`src/shared/tbc_defines.vh`:
```
// Register map, field positions, reset values and voltage scale
`ifndef TBC_DEFINES_VH
`define TBC_DEFINES_VH

// ----------------------------------------------------------------
// Register offsets
// ----------------------------------------------------------------
`define TBC_ADDR_VSEL     8'h01
`define TBC_ADDR_CMD1     8'h03
`define TBC_ADDR_CMD2     8'h04
`define TBC_ADDR_CMD3     8'h05
`define TBC_ADDR_STATUS   8'h06

// ----------------------------------------------------------------
// Field positions and reset values
// ----------------------------------------------------------------
`define TBC_APPLY_BIT     7
`define TBC_CODE_MSB      6
`define TBC_SLEW_MSB      6
`define TBC_SLEW_LSB      4
`define TBC_MODE_BIT      1
`define TBC_DIS_N_BIT     0
`define TBC_REG_RESET     8'h00
`define TBC_GCALL_ADDR    7'h00
`define TBC_TENBIT_PFX    5'h1E

// ----------------------------------------------------------------
// Voltage scale in millivolts
// ----------------------------------------------------------------
`define TBC_VMIN_MV       680
`define TBC_VSTEP_MV      10

`endif

```
`src/verilog/tbc_regs.v`:
```
// Two-wire target interface and control/status registers of the regulator
`timescale 1ns/1ps
`default_nettype none
`include "tbc_defines.vh"

module tbc_regs #(
    parameter [6:0] TARGET_ADDR = 7'h2A       // Bus address, arbitrary value
) (
    input  wire       clk_in,                 // 50 MHz clock
    input  wire       srst_in,                // Synchronous reset
    input  wire       scl_in,                 // Serial clock level
    input  wire       sda_in,                 // Serial data level
    output wire       sda_out,                // Serial data drive value
    output wire       sda_oe_out,             // High while pulling data low
    input  wire       sw_tick_in,             // Switching cycle pulse
    input  wire       converter1_hw_enable_pin, // Hardware enable 1
    input  wire       converter2_hw_enable_pin, // Hardware enable 2
    input  wire       converter3_hw_enable_pin, // Hardware enable 3
    input  wire       over_temp_in,           // Above 160 C, protection on
    input  wire       thermal_warn_in,        // Above 125 C
    input  wire [2:0] overload_in,            // Hiccup per converter 3..1
    input  wire [2:0] in_range_in,            // Power-good per output 3..1
    output wire [2:0] light_load_out,         // Pulse-skipping per converter
    output wire [2:0] disable_n_out,          // Active-low disable bits 3..1
    output wire       vid_active_out,         // Programmed code in use
    output wire [6:0] vid_code_out,           // Applied code 0.68 V + 10 mV*n
    output wire       vid_busy_out            // Code transition running
);

    // ------------------------------------------------------------
    // Registers
    // ------------------------------------------------------------
    reg [7:0] vsel_reg;
    reg [7:0] cmd1_reg;
    reg [7:0] cmd2_reg;
    reg [7:0] cmd3_reg;
    reg [7:0] status_reg;

    // ------------------------------------------------------------
    // Serial bus edge and condition detection
    // ------------------------------------------------------------
    reg scl_d_reg;
    reg sda_d_reg;
    wire scl_rise = scl_in && !scl_d_reg;
    wire scl_fall = !scl_in && scl_d_reg;
    wire start_c  = scl_in && scl_d_reg && sda_d_reg && !sda_in;
    wire stop_c   = scl_in && scl_d_reg && !sda_d_reg && sda_in;
    wire hw_off   = !converter1_hw_enable_pin && !converter2_hw_enable_pin
                    && !converter3_hw_enable_pin;

    localparam [4:0] ST_IDLE = 5'h01;
    localparam [4:0] ST_ADDR = 5'h02;
    localparam [4:0] ST_REG  = 5'h04;
    localparam [4:0] ST_DATA = 5'h08;
    localparam [4:0] ST_READ = 5'h10;

    reg [4:0] state_reg;
    reg [4:0] state_next;
    reg [3:0] bit_reg;
    reg [3:0] bit_next;
    reg [7:0] shift_reg;
    reg [7:0] shift_next;
    reg [7:0] ptr_reg;
    reg [7:0] ptr_next;
    reg       ack_reg;
    reg       ack_next;
    reg       drive_reg;
    reg       drive_next;
    reg       wr_en;
    reg [7:0] rd_data;

    // Register read mux
    always @* begin
        case (ptr_reg)
            `TBC_ADDR_VSEL:   rd_data = vsel_reg;
            `TBC_ADDR_CMD1:   rd_data = cmd1_reg;
            `TBC_ADDR_CMD2:   rd_data = cmd2_reg;
            `TBC_ADDR_CMD3:   rd_data = cmd3_reg;
            `TBC_ADDR_STATUS: rd_data = status_reg;
            default:          rd_data = 8'h00;
        endcase
    end

    // Byte engine: address, register pointer, data
    always @* begin
        state_next = state_reg;
        bit_next   = bit_reg;
        shift_next = shift_reg;
        ptr_next   = ptr_reg;
        ack_next   = ack_reg;
        drive_next = drive_reg;
        wr_en      = 1'b0;
        if (start_c) begin
            state_next = ST_ADDR;
            bit_next   = 4'h0;
            ack_next   = 1'b0;
            drive_next = 1'b0;
        end else if (stop_c) begin
            state_next = ST_IDLE;
            ack_next   = 1'b0;
            drive_next = 1'b0;
        end else begin
            case (state_reg)
                ST_IDLE: begin
                    ack_next = 1'b0;
                end
                ST_ADDR, ST_REG, ST_DATA, ST_READ: begin
                    if (scl_rise && bit_reg < 4'h8 && state_reg != ST_READ) begin
                        shift_next = {shift_reg[6:0], sda_in};
                        bit_next   = bit_reg + 4'h1;
                    end else if (scl_fall && bit_reg == 4'h8 && !ack_reg) begin
                        // Ninth clock: decide on acknowledge
                        ack_next = 1'b0;
                        drive_next = 1'b0;
                        case (state_reg)
                            ST_ADDR: begin
                                if (shift_reg[7:1] == TARGET_ADDR
                                    && shift_reg[7:1] != `TBC_GCALL_ADDR
                                    && shift_reg[7:3] != `TBC_TENBIT_PFX) begin
                                    ack_next = 1'b1;
                                    if (shift_reg[0]) begin
                                        state_next = ST_READ;
                                    end else begin
                                        state_next = ST_REG;
                                    end
                                end else begin
                                    state_next = ST_IDLE;
                                end
                            end
                            ST_REG: begin
                                ptr_next = shift_reg;
                                ack_next = 1'b1;
                                state_next = ST_DATA;
                            end
                            ST_DATA: begin
                                wr_en    = !hw_off;
                                ack_next = 1'b1;
                            end
                            default: begin
                                state_next = ST_IDLE;
                            end
                        endcase
                    end else if (scl_fall && ack_reg) begin
                        // Acknowledge clock over
                        ack_next = 1'b0;
                        bit_next = 4'h0;
                        if (state_reg == ST_READ) begin
                            shift_next = rd_data;
                            drive_next = !rd_data[7];
                            bit_next   = 4'h9;
                        end
                    end else if (state_reg == ST_READ && scl_fall) begin
                        // Counts 9..15 show bits 7..1, the wrap to 0 shows
                        // bit 0; the fall after bit 0 frees the line
                        if (bit_reg == 4'h0) begin
                            drive_next = 1'b0;
                            state_next = ST_IDLE;
                        end else begin
                            shift_next = {shift_reg[6:0], 1'b1};
                            drive_next = !shift_reg[6];
                            bit_next   = bit_reg + 4'h1;
                        end
                    end
                end
                default: begin
                    state_next = ST_IDLE;
                end
            endcase
        end
    end

    assign sda_out    = 1'b0;
    assign sda_oe_out = ack_reg || drive_reg;

    // Engine state and control registers
    always @(posedge clk_in) begin
        if (srst_in) begin
            scl_d_reg  <= 1'b1;
            sda_d_reg  <= 1'b1;
            state_reg  <= ST_IDLE;
            bit_reg    <= 4'h0;
            shift_reg  <= 8'h00;
            ptr_reg    <= 8'h00;
            ack_reg    <= 1'b0;
            drive_reg  <= 1'b0;
            vsel_reg   <= `TBC_REG_RESET;
            cmd1_reg   <= `TBC_REG_RESET;
            cmd2_reg   <= `TBC_REG_RESET;
            cmd3_reg   <= `TBC_REG_RESET;
            status_reg <= `TBC_REG_RESET;
        end else begin
            scl_d_reg  <= scl_in;
            sda_d_reg  <= sda_in;
            state_reg  <= state_next;
            bit_reg    <= bit_next;
            shift_reg  <= shift_next;
            ptr_reg    <= ptr_next;
            ack_reg    <= ack_next;
            drive_reg  <= drive_next;
            // Live status, writes never reach it
            status_reg <= {over_temp_in,
                           overload_in,
                           thermal_warn_in,
                           in_range_in};
            if (wr_en) begin
                case (ptr_reg)
                    `TBC_ADDR_VSEL: vsel_reg <= shift_reg;
                    `TBC_ADDR_CMD1: cmd1_reg <= shift_reg;
                    `TBC_ADDR_CMD2: cmd2_reg <= shift_reg;
                    `TBC_ADDR_CMD3: cmd3_reg <= shift_reg;
                    default: ;
                endcase
            end
        end
    end

    // ------------------------------------------------------------
    // Converter controls
    // ------------------------------------------------------------
    assign light_load_out = {cmd3_reg[`TBC_MODE_BIT],
                             cmd2_reg[`TBC_MODE_BIT],
                             cmd1_reg[`TBC_MODE_BIT]};
    assign disable_n_out  = {cmd3_reg[`TBC_DIS_N_BIT],
                             cmd2_reg[`TBC_DIS_N_BIT],
                             cmd1_reg[`TBC_DIS_N_BIT]};
    assign vid_active_out = vsel_reg[`TBC_APPLY_BIT];

    // Code n means 0.68 V plus n times 10 mV
    tbc_slew_stepper #(
        .CODE_W    (7)
    ) u_step (
        .clk_in    (clk_in),
        .srst_in   (srst_in),
        .sw_tick_in(sw_tick_in),
        .go_in     (vsel_reg[`TBC_APPLY_BIT]),
        .target_in (vsel_reg[`TBC_CODE_MSB:0]),
        .slew_in   (cmd2_reg[`TBC_SLEW_MSB:`TBC_SLEW_LSB]),
        .code_out  (vid_code_out),
        .busy_out  (vid_busy_out)
    );

endmodule
`default_nettype wire

```
`src/verilog/tbc_slew_stepper.v`:
```
// Slew-limited stepper of the applied converter-2 voltage code
`timescale 1ns/1ps
`default_nettype none
`include "tbc_defines.vh"

module tbc_slew_stepper #(
    parameter CODE_W = 7                     // Voltage code width
) (
    input  wire              clk_in,          // System clock
    input  wire              srst_in,         // Synchronous reset
    input  wire              sw_tick_in,      // One pulse per switching cycle
    input  wire              go_in,           // Apply bit
    input  wire [CODE_W-1:0] target_in,       // Programmed code
    input  wire [2:0]        slew_in,         // Slew exponent N
    output reg  [CODE_W-1:0] code_out,        // Applied code
    output wire              busy_out         // Transition in progress
);

    reg [7:0] wait_reg;
    reg [7:0] wait_next;
    reg [CODE_W-1:0] code_next;
    wire [7:0] period = 8'h01 << slew_in;     // 2^N cycles per step

    assign busy_out = go_in && (code_out != target_in);

    // Step one count per 2^N switching cycles toward the target
    always @* begin
        wait_next = wait_reg;
        code_next = code_out;
        if (!busy_out) begin
            wait_next = 8'h00;
        end else if (sw_tick_in) begin
            if (wait_reg + 8'h01 >= period) begin
                wait_next = 8'h00;
                if (code_out < target_in) begin
                    code_next = code_out + 1'b1;
                end else begin
                    code_next = code_out - 1'b1;
                end
            end else begin
                wait_next = wait_reg + 8'h01;
            end
        end
    end

    // State registers
    always @(posedge clk_in) begin
        if (srst_in) begin
            wait_reg <= 8'h00;
            code_out <= {CODE_W{1'b0}};
        end else begin
            wait_reg <= wait_next;
            code_out <= code_next;
        end
    end

endmodule
`default_nettype wire
```
`config.mk`:
```
export PLATFORM = sky130hd
export DESIGN_NAME = tbc_regs
export DESIGN_NICKNAME = d
export VERILOG_FILES = /design/src/verilog/tbc_regs.v /design/src/verilog/tbc_slew_stepper.v
export VERILOG_INCLUDE_DIRS = /design/src /design/src/shared
export SDC_FILE = /design/constraint.sdc
export NUM_CORES = 1
export LEC_CHECK = 0
export BUFFER_PORTS_ARGS = -buffer_cell sky130_fd_sc_hd__buf_2
export CAP_MARGIN = 20
export CORE_ASPECT_RATIO = 2
export CORE_MARGIN = 1.5
export CORE_UTILIZATION = 40
export CTS_CLUSTER_SIZE = 40
export DETAILED_ROUTE_END_ITERATION = 7
export SLEW_MARGIN = 10
export SYNTH_ARGS = -nofsm -noshare
export SYNTH_HDL_FRONTEND = slang
export SYNTH_SLANG_ARGS = --single-unit
```
`constraint.sdc`:
```
create_clock -name clk_in -period 8.65 [get_ports clk_in]
set_clock_uncertainty 0.15 [all_clocks]
set_input_delay 0.865 -clock clk_in [delete_from_list [all_inputs] [get_ports clk_in]]
set_output_delay 0.865 -clock clk_in [all_outputs]
set_load 0.005 [all_outputs]
```
# == Word-level counts from Yosys, hierarchy flattened ==
# Index checks and enable logic that the tools add are counted.
# op_classes
eq_ne,31
reduce_logical,52
shift,1
add_sub_neg,4
order_cmp,3
bitwise,5
n_mux,43
# ops
operator,n
$mux W8,7
$pmux W8 S5,1
$mux W5,7
$ne A5 B5 Y1 const B,6
$eq A8 B3 Y1 const B,3
$mux W4,6
$ne A3 B3 Y1 const B,7
$logic_and A1 B1 Y1,18
$reduce_and A6 Y1,3
$mux W1,15
$pmux W5 S3,1
$logic_not A1 Y1,11
$pmux W5 S2,1
$add A8 B1 Y8 const B,1
$eq A8 B1 Y1 const B,1
$eq A8 B2 Y1 const B,1
$ge A8 B8 Y1,1
$reduce_and A2 Y1,4
$shl A1 B3 Y8 const A,1
$add A7 B1 Y7 const B,1
$eq A7 B6 Y1 const B,1
$lt A7 B7 Y1,1
$mux W7,1
$ne A7 B7 Y1,1
other kinds (27),39
# totals
regBits,84

# == Depth between registers and ports, before layout ==
# Gate-level depths: netlist of run 1.
# logic_depth
ltp_word,11
mapped_depth,12
ltp_nobuf,12

# == Modules after synthesis ==
# A second synthesis of run 1 with hierarchy kept.
# unflattened
hier_cells,523
area_unflattened_um2,4739.5
# modules_own_cells
module,cells_per_inst,n_inst,area_each_um2
tbc_regs,363,1,3379.5
tbc_slew_stepper,160,1,1360.1

# == Worst setup path before layout of run 1 ==
# OpenSTA, ideal clock, no wires.
# synth_path
path_type,in2reg
startpoint,input port scl_in
endpoint,register cmd1_reg[0]
arrival_ns,2.917
setup_ns,0.128
slack_ns,5.455
cell_stages,7
required_ns,8.372
cell_sequence,nand4bb_4 > or3_4 > or4_4 > or4_1 > buf_2 > mux2i_1 > nor2_1
# synth_via
elab_chain_cells,10
word_cells_on_any_way,18
classes_between,mux (5); reduce/logical (13)
# synth_lines
item,line_no,source
from (decl),tbc_regs.v:11,"input wire scl_in,"
$logic_not A1 Y1,tbc_regs.v:45,wire scl_fall = !scl_in && scl_d_reg;
$logic_and A1 B1 Y1,tbc_regs.v:45,
$logic_and A1 B1 Y1 (2 in series),tbc_regs.v:111,end else if (scl_fall && bit_reg == 4'h8 && !ack_reg) begin
$mux W1,tbc_regs.v:111,
$mux W1,tbc_regs.v:108,if (scl_rise && bit_reg < 4'h8 && state_reg != ST_READ) begin
$mux W1,tbc_regs.v:103,case (state_reg)
$mux W1,tbc_regs.v:98,end else if (stop_c) begin
$mux W1 (*),tbc_regs.v:93,if (start_c) begin
$reduce_and A2 Y1 (no source line) (*),--,
to (signal assigned),tbc_regs.v:187,cmd1_reg <= `TBC_REG_RESET;
to (signal assigned),tbc_regs.v:208,`TBC_ADDR_CMD1: cmd1_reg <= shift_reg;
to (decl),tbc_regs.v:34,reg [7:0] cmd1_reg;
# Every way passes the cells marked *; elsewhere a longest branch is shown, timed or not.
# A chain may end at the register's enable or synchronous reset.

# == Worst setup path after layout of run 1 ==
# layout_path
startpoint,input port scl_in
endpoint,register cmd1_reg[6]
# Same word-level chain as after synthesis.

==> flow_metrics.py, run 1 <==
metrics = {
    "min_path": {
        "holdCritStartpoint": "drive_reg$_SDFFE_PP0P_",
        "min_path_type": "reg -> reg",
    },
    "critical_path": {
        "endpoint_kind": "flop",
        "critPathLaunchType": "input pin",
        "worst_path_max_delay_cell": "or4_1",
        "critical_path.cell_chain": "buf_2 -> nand4bb_4 -> or3_4 -> or4_4 -> or4_1 -> mux2i_1 -> nor2_1",
        "r2r-start": "vsel_reg[2]$_SDFFE_PP0P_",
        "crit_type": "in -> reg",
        "cp_data_arrival_time_ns": 3.29,
        "critPathMaxFanout": 8,
        "max_stage_delay_ns": 0.76,
        "cp.required_ns": 8.69,
        "setup.worst_path.start": "scl_in",
    },
    "timing": {
        "fin_crit_ns": 3.25,
        "rsz0062_at_grt": "no",
        "max_slew_margin_pct": 39.6,
        "max_freq_mhz": 308,
        "worstMarginPinSlew_ns": 0.904,
        "hold_viol": 0,
        "min_period_over_period_pct": 37.5,
        "setup_viol": 0,
        "setup_tns_ns": 0,
        "slew_viol_final": 0,
    },
    "floorplan": {
        "num_io_pins": 33,
        "start_util_pct": 41.0,
        "die_x_um": 79.0,
        "die_h_um": 155,
        "core_area_um2": 11300,
        "dieArea_um2": 12200,
        "rows": 55,
    },
    "cts": {
        "numCtsBuffers": 9,
        "tritoncts": "built",
        "clock_path_buffers": 2,
        "root_buffer": "clkbuf_16",
        "cts_sinks": 84,
        "clkSlewWorstSetupHoldPaths_ns": 0.06,
        "cts_hold_buf": 0,
        "insertion_delay_ns": 0.33,
        "cts_resized": 0,
        "cts_setup_buffers": 0,
        "htreeDepth": 3,
    },
    "placement": {
        "place_congestion": 0.951,
        "numPortBuffers": 31,
        "dp_hpwl_um": 8900,
    },
    "outcome": {
        "status": "completed",
    },
    "final_layout": {
        "diodes": 0,
        "drive_gt1_share_pct": 12.6,
        "final_util_pct": 45.2,
        "final_cell_mix": "dfxtp_1, nor2_1, mux2i_1",
        "fill_cells": 1153,
        "layout_commonest_cell": "dfxtp_1",
        "layout.nets": 579,
        "syn_to_final_growth_pct": 10.3,
    },
    "global_route": {
        "grt_max_degree": 69,
        "grt_pass1_wl_um": 19200,
        "grt_pass1_vias": 3950,
        "grt_use_total_pct": 20.2,
        "use_met1_pct": 20.4,
        "grt_util_met2_pct": 37.5,
        "use_met3_pct": 3.46,
        "gr-max-usage-layer": "met2",
        "grt_overflow": 0,
        "antenna_found_initial": 0,
    },
    "drt": {
        "ant_nets": 0,
        "avgViaCountPerCell": 5.66,
        "wire_per_inst_um": 17.1,
        "vias": 3868,
        "dr.pass1.iters": 4,
        "drt-initial-drc-count": 240,
        "drt_wl_total_um": 11700,
        "drc_errors": 0,
    },
    "synth": {
        "async_reset_ff_share_pct": 0,
        "synth_edf_count": 0,
        "yosys-top-cells-area": "dfxtp_1, mux2i_1, ha_1",
        "syn_inst": 531,
        "postSynthAreaPerCell_um2": 8.70,
        "yosys.area.top_type": "dfxtp_1",
        "seq_area_frac_synth_pct": 36.4,
        "yosys.area.top_type_share_pct": 36.4,
        "synthFlopType": "dfxtp_1",
        "synth_fp_nets": 572,
        "yosys_register_bits": 84,
        "syn-cell-area_um2": 4620,
        "yosysWarningCount": 0,
        "yosysUniqueCellTypes": 59,
    },
    "pwr": {
        "ir_drop_uv": 99.9,
        "leakagePower_uw": 0.00201,
        "p_per_area_nw_per_um2": 155,
    },
    "run": {
        "maxCapViolCount": 0,
    },
}
[cell usage after synthesis (all sizes together) (2+ instances only)]
master / instances
buf: 10
or4: 2
nand4: 6
mux2i: 58
nor2: 80
and3: 3
or2: 7
a211oi: 6
a21oi: 28
a22oi: 2
a21o: 4
and2: 2
a31oi: 3
nor3: 13
ha: 24
o32ai: 2
dfxtp: 84
a221oi: 9
inv: 18
nor3b: 2
xnor2: 12
a32o: 2
o21ai: 12
o2bb2ai: 4
mux2: 3
nand3: 21
or3b: 3
nor2b: 13
o211ai: 3
xor2: 3
nor4: 2
nand2: 25
o22ai: 4
nor4b: 2
or3: 5
nand3b: 8
clkbuf: 29
nand2b: 2
[worst paths after layout]
path                            slack, ns  cells after the start                               to
worst min register to register       0.33                      2           drive_reg$_SDFFE_PP0P_
worst min-delay path                 0.33                      2           drive_reg$_SDFFE_PP0P_
worst max-delay path                 5.40                      7         cmd1_reg[6]$_SDFFE_PP0P_
worst max register to register       5.50                     12  u_step.code_out[6]$_SDFFE_PP0P_
[kinds of logic after synthesis]
family	after synthesis	synth area share (%)
buffers and inverters	58	5.33
XOR/XNOR	15	2.84
AND/OR/NAND/NOR	199	22.3
multiplexers	61	13.3
AO/OA/AOI/OAI	88	12.9
other	1	0.0811
flip-flops	84	36.4
adder cells (fa/ha/maj)	25	6.93
[layer usage]
| layer | wire length, µm | part of all wire, % | up-vias |
|---|---|---|---|
| met5 | 0 | 0 | - |
| met4 | 626 | 5.4 | 0 |
| met3 | 466 | 4.0 | 38 |
| met2 | 6490 | 55 | 111 |
| met1 | 4120 | 35 | 1837 |
| li1 | - | - | 1882 |
[layout make-up]
| type | count | area [µm²] | share of cell area, % |
|---|---|---|---|
| clock inverters | 2 | 35.0 | 0.687 |
| flip-flops and latches | 84 | 1680 | 33.0 |
| well taps | 142 | 178 | 3.48 |
| clock buffers | 12 | 256 | 5.03 |
| inverters | 19 | 71.3 | 1.40 |
| repair buffers | 35 | 183 | 3.58 |
| multi-input cells | 389 | 2690 | 52.8 |
[critical path, delay by kind of cell]
kind                   cells  cell delay [ns]
AND/OR/NAND/NOR            5             2.05
multiplexers               1             0.23
buffers and inverters      1             0.14
[report_power, final]
part	total [µW]	switching, µW	leakage, µW	internal (µW)
combinational	20.0	12.9	0.00119	7.15
sequential	392	2.61	0.000679	390
clock	380	144	0.000145	236
[through the flow]
step	cells	power (µW)	hold WS [ns]	worst slack (ns)	instance area, µm²
after floorplan	531	413	0.294	5.45	4620
after global placement	668	421	0.304	5.11	4800
after detailed placement	668	421	0.327	5.05	4800
after CTS	682	801	0.342	5.12	5090
after global routing	683	823	0.360	5.24	5100
final	683	792	0.333	5.40	5100
No activity file was read; power rests on OpenSTA's default activity.
==> run 2, diff against run 1 <==
--- a/config.mk
+++ b/config.mk
@@ -6,6 +6,7 @@
 export SDC_FILE = /design/constraint.sdc
 export NUM_CORES = 1
 export LEC_CHECK = 0
+export ABC_AREA = 1
 export BUFFER_PORTS_ARGS = -buffer_cell sky130_fd_sc_hd__buf_2
 export CAP_MARGIN = 20
 export CORE_ASPECT_RATIO = 2
==> constraint.sdc (replaced) <==
create_clock -name clk_in -period 3.05 [get_ports clk_in]
set_clock_uncertainty 0.15 [all_clocks]
set_input_delay 0.305 -clock clk_in [delete_from_list [all_inputs] [get_ports clk_in]]
set_output_delay 0.305 -clock clk_in [all_outputs]
set_load 0.005 [all_outputs]
==> run 2 against run 1 <==
  * Via count grew 15%
  * Core utilization grew 0.21 points
  * Total power grew to 3.4 times the previous value
==> flow_metrics.py, run 2 <==
metrics = {
    "timing": {
        "max_slew_margin_pct": 59.9,
        "min_period_over_period_pct": 87.4,
        "max_freq_mhz": 375,
        "rsz0062_at_grt": "no",
        "fin_crit_ns": 2.67,
        "worstMarginPinSlew_ns": 0.599,
        "slew_viol_final": 0,
        "hold_viol": 0,
        "setup_viol": 0,
        "setup_tns_ns": 0,
    },
    "synth": {
        "synth_edf_count": 0,
        "yosysWarningCount": 0,
        "yosys-top-cells-area": "dfxtp_1, nand2_1, o21ai_0",
        "postSynthAreaPerCell_um2": 7.07,
        "syn-cell-area_um2": 4730,
        "seq_area_frac_synth_pct": 35.5,
        "synth_fp_nets": 711,
        "syn_inst": 670,
        "yosys-top-cells-count": "nand2_1, dfxtp_1, inv_1, nor2_1, o21ai_0",
        "yosysMostFrequentCell": "nand2_1",
        "yosysUniqueCellTypes": 41,
        "async_reset_ff_share_pct": 0,
        "yosys.area.top_type_share_pct": 35.5,
        "synthFlopType": "dfxtp_1",
        "yosys_register_bits": 84,
        "yosys.area.top_type": "dfxtp_1",
    },
    "global_route": {
        "grt_pass1_vias": 4305,
        "use_met3_pct": 3.38,
        "grt_overflow": 0,
        "gr-max-usage-layer": "met2",
        "use_met1_pct": 19.9,
        "grt_util_met2_pct": 41.3,
        "grt_use_total_pct": 21.2,
        "grt_pass1_wl_um": 20300,
        "grt_max_degree": 56,
        "antenna_found_initial": 0,
    },
    "critical_path": {
        "critical_path.cell_chain": "inv_1 -> ha_1 -> a21o_1 -> nor2_1 -> nand2_1 -> ha_1 -> nand2_1 -> nand3_1 -> nand2_1 -> nand2_1 -> nand2_1 -> a21oi_1 -> nor3b_1 -> nor2_1",
        "crit_type": "reg -> reg",
        "cp_common_cell": "nand2_1",
        "cp.required_ns": 3.14,
        "setup.worst_path.start": "vsel_reg[6]$_SDFFE_PP0P_",
        "critPathLaunchType": "flop",
        "cp_data_arrival_time_ns": 2.75,
        "worst-path-buf-inv": 1,
        "r2r-start": "vsel_reg[6]$_SDFFE_PP0P_",
        "endpoint_kind": "flop",
        "crit_family": "simple AND/OR/NAND/NOR gates",
        "worst_path_max_delay_cell": "ha_1",
        "critPathMaxFanout": 8,
        "max_stage_delay_ns": 0.42,
    },
    "outcome": {
        "status": "completed",
    },
    "floorplan": {
        "dieArea_um2": 12500,
        "start_util_pct": 40.7,
        "core_area_um2": 11600,
        "num_io_pins": 33,
        "die_h_um": 157,
        "rows": 56,
        "die_x_um": 79.9,
    },
    "drt": {
        "avgViaCountPerCell": 5.31,
        "vias": 4456,
        "drc_errors": 0,
        "dr.pass1.iters": 4,
        "drt-initial-drc-count": 213,
        "drt_wl_total_um": 12800,
        "ant_nets": 0,
        "wire_per_inst_um": 15.3,
    },
    "cts": {
        "clkSlewWorstSetupHoldPaths_ns": 0.07,
        "tritoncts": "built",
        "numCtsBuffers": 9,
        "cts_setup_buffers": 0,
        "root_buffer": "clkbuf_16",
        "cts_hold_buf": 0,
        "htreeDepth": 3,
        "clock_path_buffers": 2,
        "cts_resized": 0,
        "insertion_delay_ns": 0.34,
        "cts_sinks": 84,
    },
    "placement": {
        "dp_hpwl_um": 9910,
        "numPortBuffers": 31,
        "place_congestion": 0.919,
    },
    "pwr": {
        "ir_drop_uv": 310,
        "total_power_uw": 2730,
        "leakagePower_uw": 0.00230,
        "p_per_area_nw_per_um2": 516,
    },
    "final_layout": {
        "final_cell_mix": "nand2_1, dfxtp_1, inv_1",
        "drive_gt1_share_pct": 12.5,
        "diodes": 0,
        "layout.nets": 730,
        "layout_commonest_cell": "nand2_1",
        "syn_to_final_growth_pct": 11.5,
    },
    "min_path": {
        "holdCritStartpoint": "overload_in[2]",
        "min_path_type": "in -> reg",
    },
    "run": {
        "maxCapViolCount": 0,
    },
}
[run 2: cell types whose count changed after synthesis, moves of 10 or more]
| cell | delta |
|---|---|
| a21oi_1 | +29 |
| a21oi_2 | +10 |
| clkbuf_1 | -19 |
| inv_1 | +60 |
| mux2i_1 | -58 |
| nand2_1 | +88 |
| nand3_1 | +44 |
| nor2b_1 | -13 |
| o21ai_0 | +59 |
[run 2: where the power goes]
part | leakage [µW] | internal, µW | total [µW] | switching (µW)
clock network | 0.000170 | 805 | 1270 | 462
logic | 0.00145 | 97.5 | 301 | 203
registers | 0.000680 | 1130 | 1160 | 28.7
[run 2: worst register-to-register path: cells and delay by family, from the launching register on]
family	cells	cell delay, ns
AOI/OAI and AO/OA	2	0.25
adders and majority gates	2	0.70
buffers and inverters	1	0.06
DFF	1	0.34
and+or+nand+nor	9	1.08
[run 2: area by class of cell]
| cell class | count | area [µm²] |
|---|---|---|
| tap | 145 | 181 |
| timing repair buffer | 34 | 178 |
| clock buffer | 9 | 225 |
| multi-input combinational | 477 | 2570 |
| inverter | 83 | 313 |
| fill | 1253 | 6350 |
| sequential | 84 | 1680 |
| clock inverter | 7 | 125 |
[run 2: cells by family (layout without fill, tap and decap cells)]
| logic type | count (synthesis) | in the layout | share of synthesized area, % |
|---|---|---|---|
| buffers and inverters | 109 | 133 | 10.1 |
| xor gates and xnor gates | 10 | 10 | 1.85 |
| adders and majority gates | 25 | 25 | 6.77 |
| DFF | 84 | 84 | 35.5 |
| AOI/OAI and AO/OA | 150 | 150 | 17.2 |
| and+or+nand+nor | 291 | 291 | 28.5 |
| other | 1 | 1 | 0.0792 |
[run 2: path summary, 6_finish.rpt]
check                                                        to  slack [ns]  cells after the start
worst min-delay path                   status_reg[6]$_SDFF_PP0_       0.006                      3
worst max-delay path            u_step.code_out[5]$_SDFFE_PP0P_        0.38                     14
worst max register to register  u_step.code_out[5]$_SDFFE_PP0P_        0.38                     14
worst min register to register           drive_reg$_SDFFE_PP0P_        0.32                      2
[run 2: layer usage]
metal  share of wire (%)  wire length [µm]  up-vias
met3                 3.1               394       40
met4                 5.6               719        0
li1                    -                 -     2238
met1                  35              4550     2090
met2                  56              7180       88
met5                   0                 0        -
[run 2: per-stage QoR]
stage	utilization (%)	worst slack, ns	std cells	area [µm²]	hold WS, ns
2_1_floorplan	-	0.675	670	4730	0.224
3_3_place_gp	42.4	0.399	823	4930	0.304
3_5_place_dp	42.4	0.385	823	4930	0.310
4_1_cts	45.4	0.371	839	5280	0.00166
5_1_grt	45.4	0.133	839	5280	0.00641
6_report	45.4	0.384	839	5280	0.00643
==> run 3, diff against run 2 <==
--- a/config.mk
+++ b/config.mk
@@ -9,7 +9,6 @@
 export ABC_AREA = 1
 export BUFFER_PORTS_ARGS = -buffer_cell sky130_fd_sc_hd__buf_2
 export CAP_MARGIN = 20
-export CORE_ASPECT_RATIO = 2
 export CORE_MARGIN = 1.5
 export CORE_UTILIZATION = 40
 export CTS_CLUSTER_SIZE = 40
==> run 3 against run 2 <==
  * First-iteration DRC count up 57%
  * Cell count down 0.24%
  * Total power down 3.4%
  * Sequential power about the same
  * Clock power down 7%
  * Worst setup slack better by 0.040 ns
  * Combinational power down 1%
  * Largest cell class unchanged
  * Sequential share of layout area up 0.17 points
  * Critical path depth up 1
==> flow_metrics.py, run 3 (synthesis gave the netlist of run 2 again) <==
metrics = {
    "global_route": {
        "grt_pass1_vias": 4149,
        "grt_pass1_wl_um": 19600,
        "antenna_found_initial": 0,
        "grt_overflow": 0,
        "grt_max_degree": 36,
        "grt_use_total_pct": 19.3,
    },
    "run": {
        "maxCapViolCount": 0,
    },
    "floorplan": {
        "num_io_pins": 33,
        "rows": 39,
        "die_x_um": 112,
        "die_h_um": 112,
        "dieArea_um2": 12500,
        "start_util_pct": 41.3,
        "core_area_um2": 11500,
    },
    "final_layout": {
        "final_cell_mix": "nand2_1, dfxtp_1, inv_1",
        "layout_commonest_cell": "nand2_1",
        "diodes": 0,
        "syn_to_final_growth_pct": 10.9,
        "stdcell_area_um2": 5250,
        "fin_cells": 837,
        "drive_gt1_share_pct": 12.4,
        "layout.nets": 731,
        "final_util_pct": 45.8,
    },
    "drt": {
        "vias": 4353,
        "wire_per_inst_um": 13.8,
        "drt-initial-drc-count": 334,
        "dr.pass1.iters": 4,
        "drt_wl_total_um": 11500,
        "avgViaCountPerCell": 5.20,
        "drc_errors": 0,
        "ant_nets": 0,
    },
    "timing": {
        "max_freq_mhz": 381,
        "hold-worst-slack_ns": 0.00941,
        "setup_viol": 0,
        "max_slew_margin_pct": 60.3,
        "slew_viol_final": 0,
        "rsz0062_at_grt": "no",
        "fin_crit_ns": 2.63,
        "setup_tns_ns": 0,
        "min_period_over_period_pct": 86.1,
        "hold_viol": 0,
        "worstMarginPinSlew_ns": 0.594,
    },
    "cts": {
        "cts_resized": 0,
        "tritoncts": "built",
        "cts_sinks": 84,
        "cts_hold_buf": 0,
        "clock_path_buffers": 2,
        "clkSlewWorstSetupHoldPaths_ns": 0.06,
        "insertion_delay_ns": 0.34,
        "cts_setup_buffers": 0,
        "htreeDepth": 3,
        "root_buffer": "clkbuf_16",
        "numCtsBuffers": 9,
    },
    "critical_path": {
        "r2r-start": "vsel_reg[4]$_SDFFE_PP0P_",
        "crit_type": "reg -> reg",
        "critPathMaxFanout": 8,
        "cp.required_ns": 3.14,
        "endpoint_kind": "flop",
        "setup.worst_path.start": "vsel_reg[4]$_SDFFE_PP0P_",
        "cp_data_arrival_time_ns": 2.71,
        "critPathLaunchType": "flop",
    },
    "placement": {
        "numPortBuffers": 31,
        "placed_area_um2": 4930,
        "dp_hpwl_um": 8480,
        "dp_cells": 822,
        "place_congestion": 0.917,
    },
    "pwr": {
        "leakagePower_uw": 0.00229,
        "ir_drop_uv": 471,
        "p_per_area_nw_per_um2": 502,
    },
    "outcome": {
        "status": "completed",
    },
    "min_path": {
        "min_path_type": "in -> reg",
        "holdCritStartpoint": "thermal_warn_in",
    },
}
-- run 3: cell types whose count changed in the layout (fill, tap and decap cells not counted) --
cell and delta:
buf_4 +1, bufinv_16 -1, clkbuf_1 +1, clkbuf_8 +1, clkinv_2 +1, clkinv_4 -3
-- run 3: layer usage --
| layer | up-vias | share of wire (%) | GRT usage, % |
|---|---|---|---|
| li1 | 2233 | - | - |
| met1 | 2030 | 50 | 26.3 |
| met5 | - | 0 | 0 |
| met3 | 12 | 3.9 | 4.79 |
| met2 | 78 | 45 | 30.2 |
| met4 | 0 | 1.1 | 5.57 |
-- run 3: power breakdown --
| part | internal (µW) | switching [µW] |
|---|---|---|
| registers | 1130 | 28.7 |
| logic | 98.3 | 199 |
| clock network | 735 | 443 |
| total | 1960 | 671 |
-- run 3: per-stage QoR --
stage | setup slack [ns] | total power (µW)
detailed placement | 0.459 | 1480
floorplan | 0.675 | 1400
CTS | 0.433 | 2660
global route | 0.136 | 2740
global placement | 0.521 | 1470
finish | 0.425 | 2630
-- run 3: area by class of cell --
| cell class | instances | area, µm² |
|---|---|---|
| flip-flops and latches | 84 | 1680 |
| inverters | 83 | 313 |
| fillers | 1169 | 6220 |
| repair buffers | 35 | 185 |
| multi-input cells | 477 | 2570 |
| clock inverters | 4 | 73.8 |
| well taps | 143 | 179 |
| clock buffers | 11 | 243 |
-- run 3: critical path, stage by stage, from the launching register on --
cell and delay (ns):
dfxtp_1 0.34, inv_1 0.06, ha_1 0.28, a21oi_1 0.13
nor2_1 0.05, nor2_1 0.12, nand2_1 0.24, ha_1 0.42
nand3_1 0.11, nand3_1 0.11, nand2_1 0.08, nand2_1 0.05
nand2_1 0.07, a21oi_1 0.07, nor3b_1 0.19, nor2_1 0.06
-- run 3: path summary, 6_finish.rpt --
path | endpoint | cells after the start | slack [ns]
worst max-delay path | u_step.code_out[5]$_SDFFE_PP0P_ | 15 | 0.42
worst min-delay path | status_reg[3]$_SDFF_PP0_ | 3 | 0.009
worst max register to register | u_step.code_out[5]$_SDFFE_PP0P_ | 15 | 0.42
worst min register to register | cmd1_reg[3]$_SDFFE_PP0P_ | 2 | 0.31
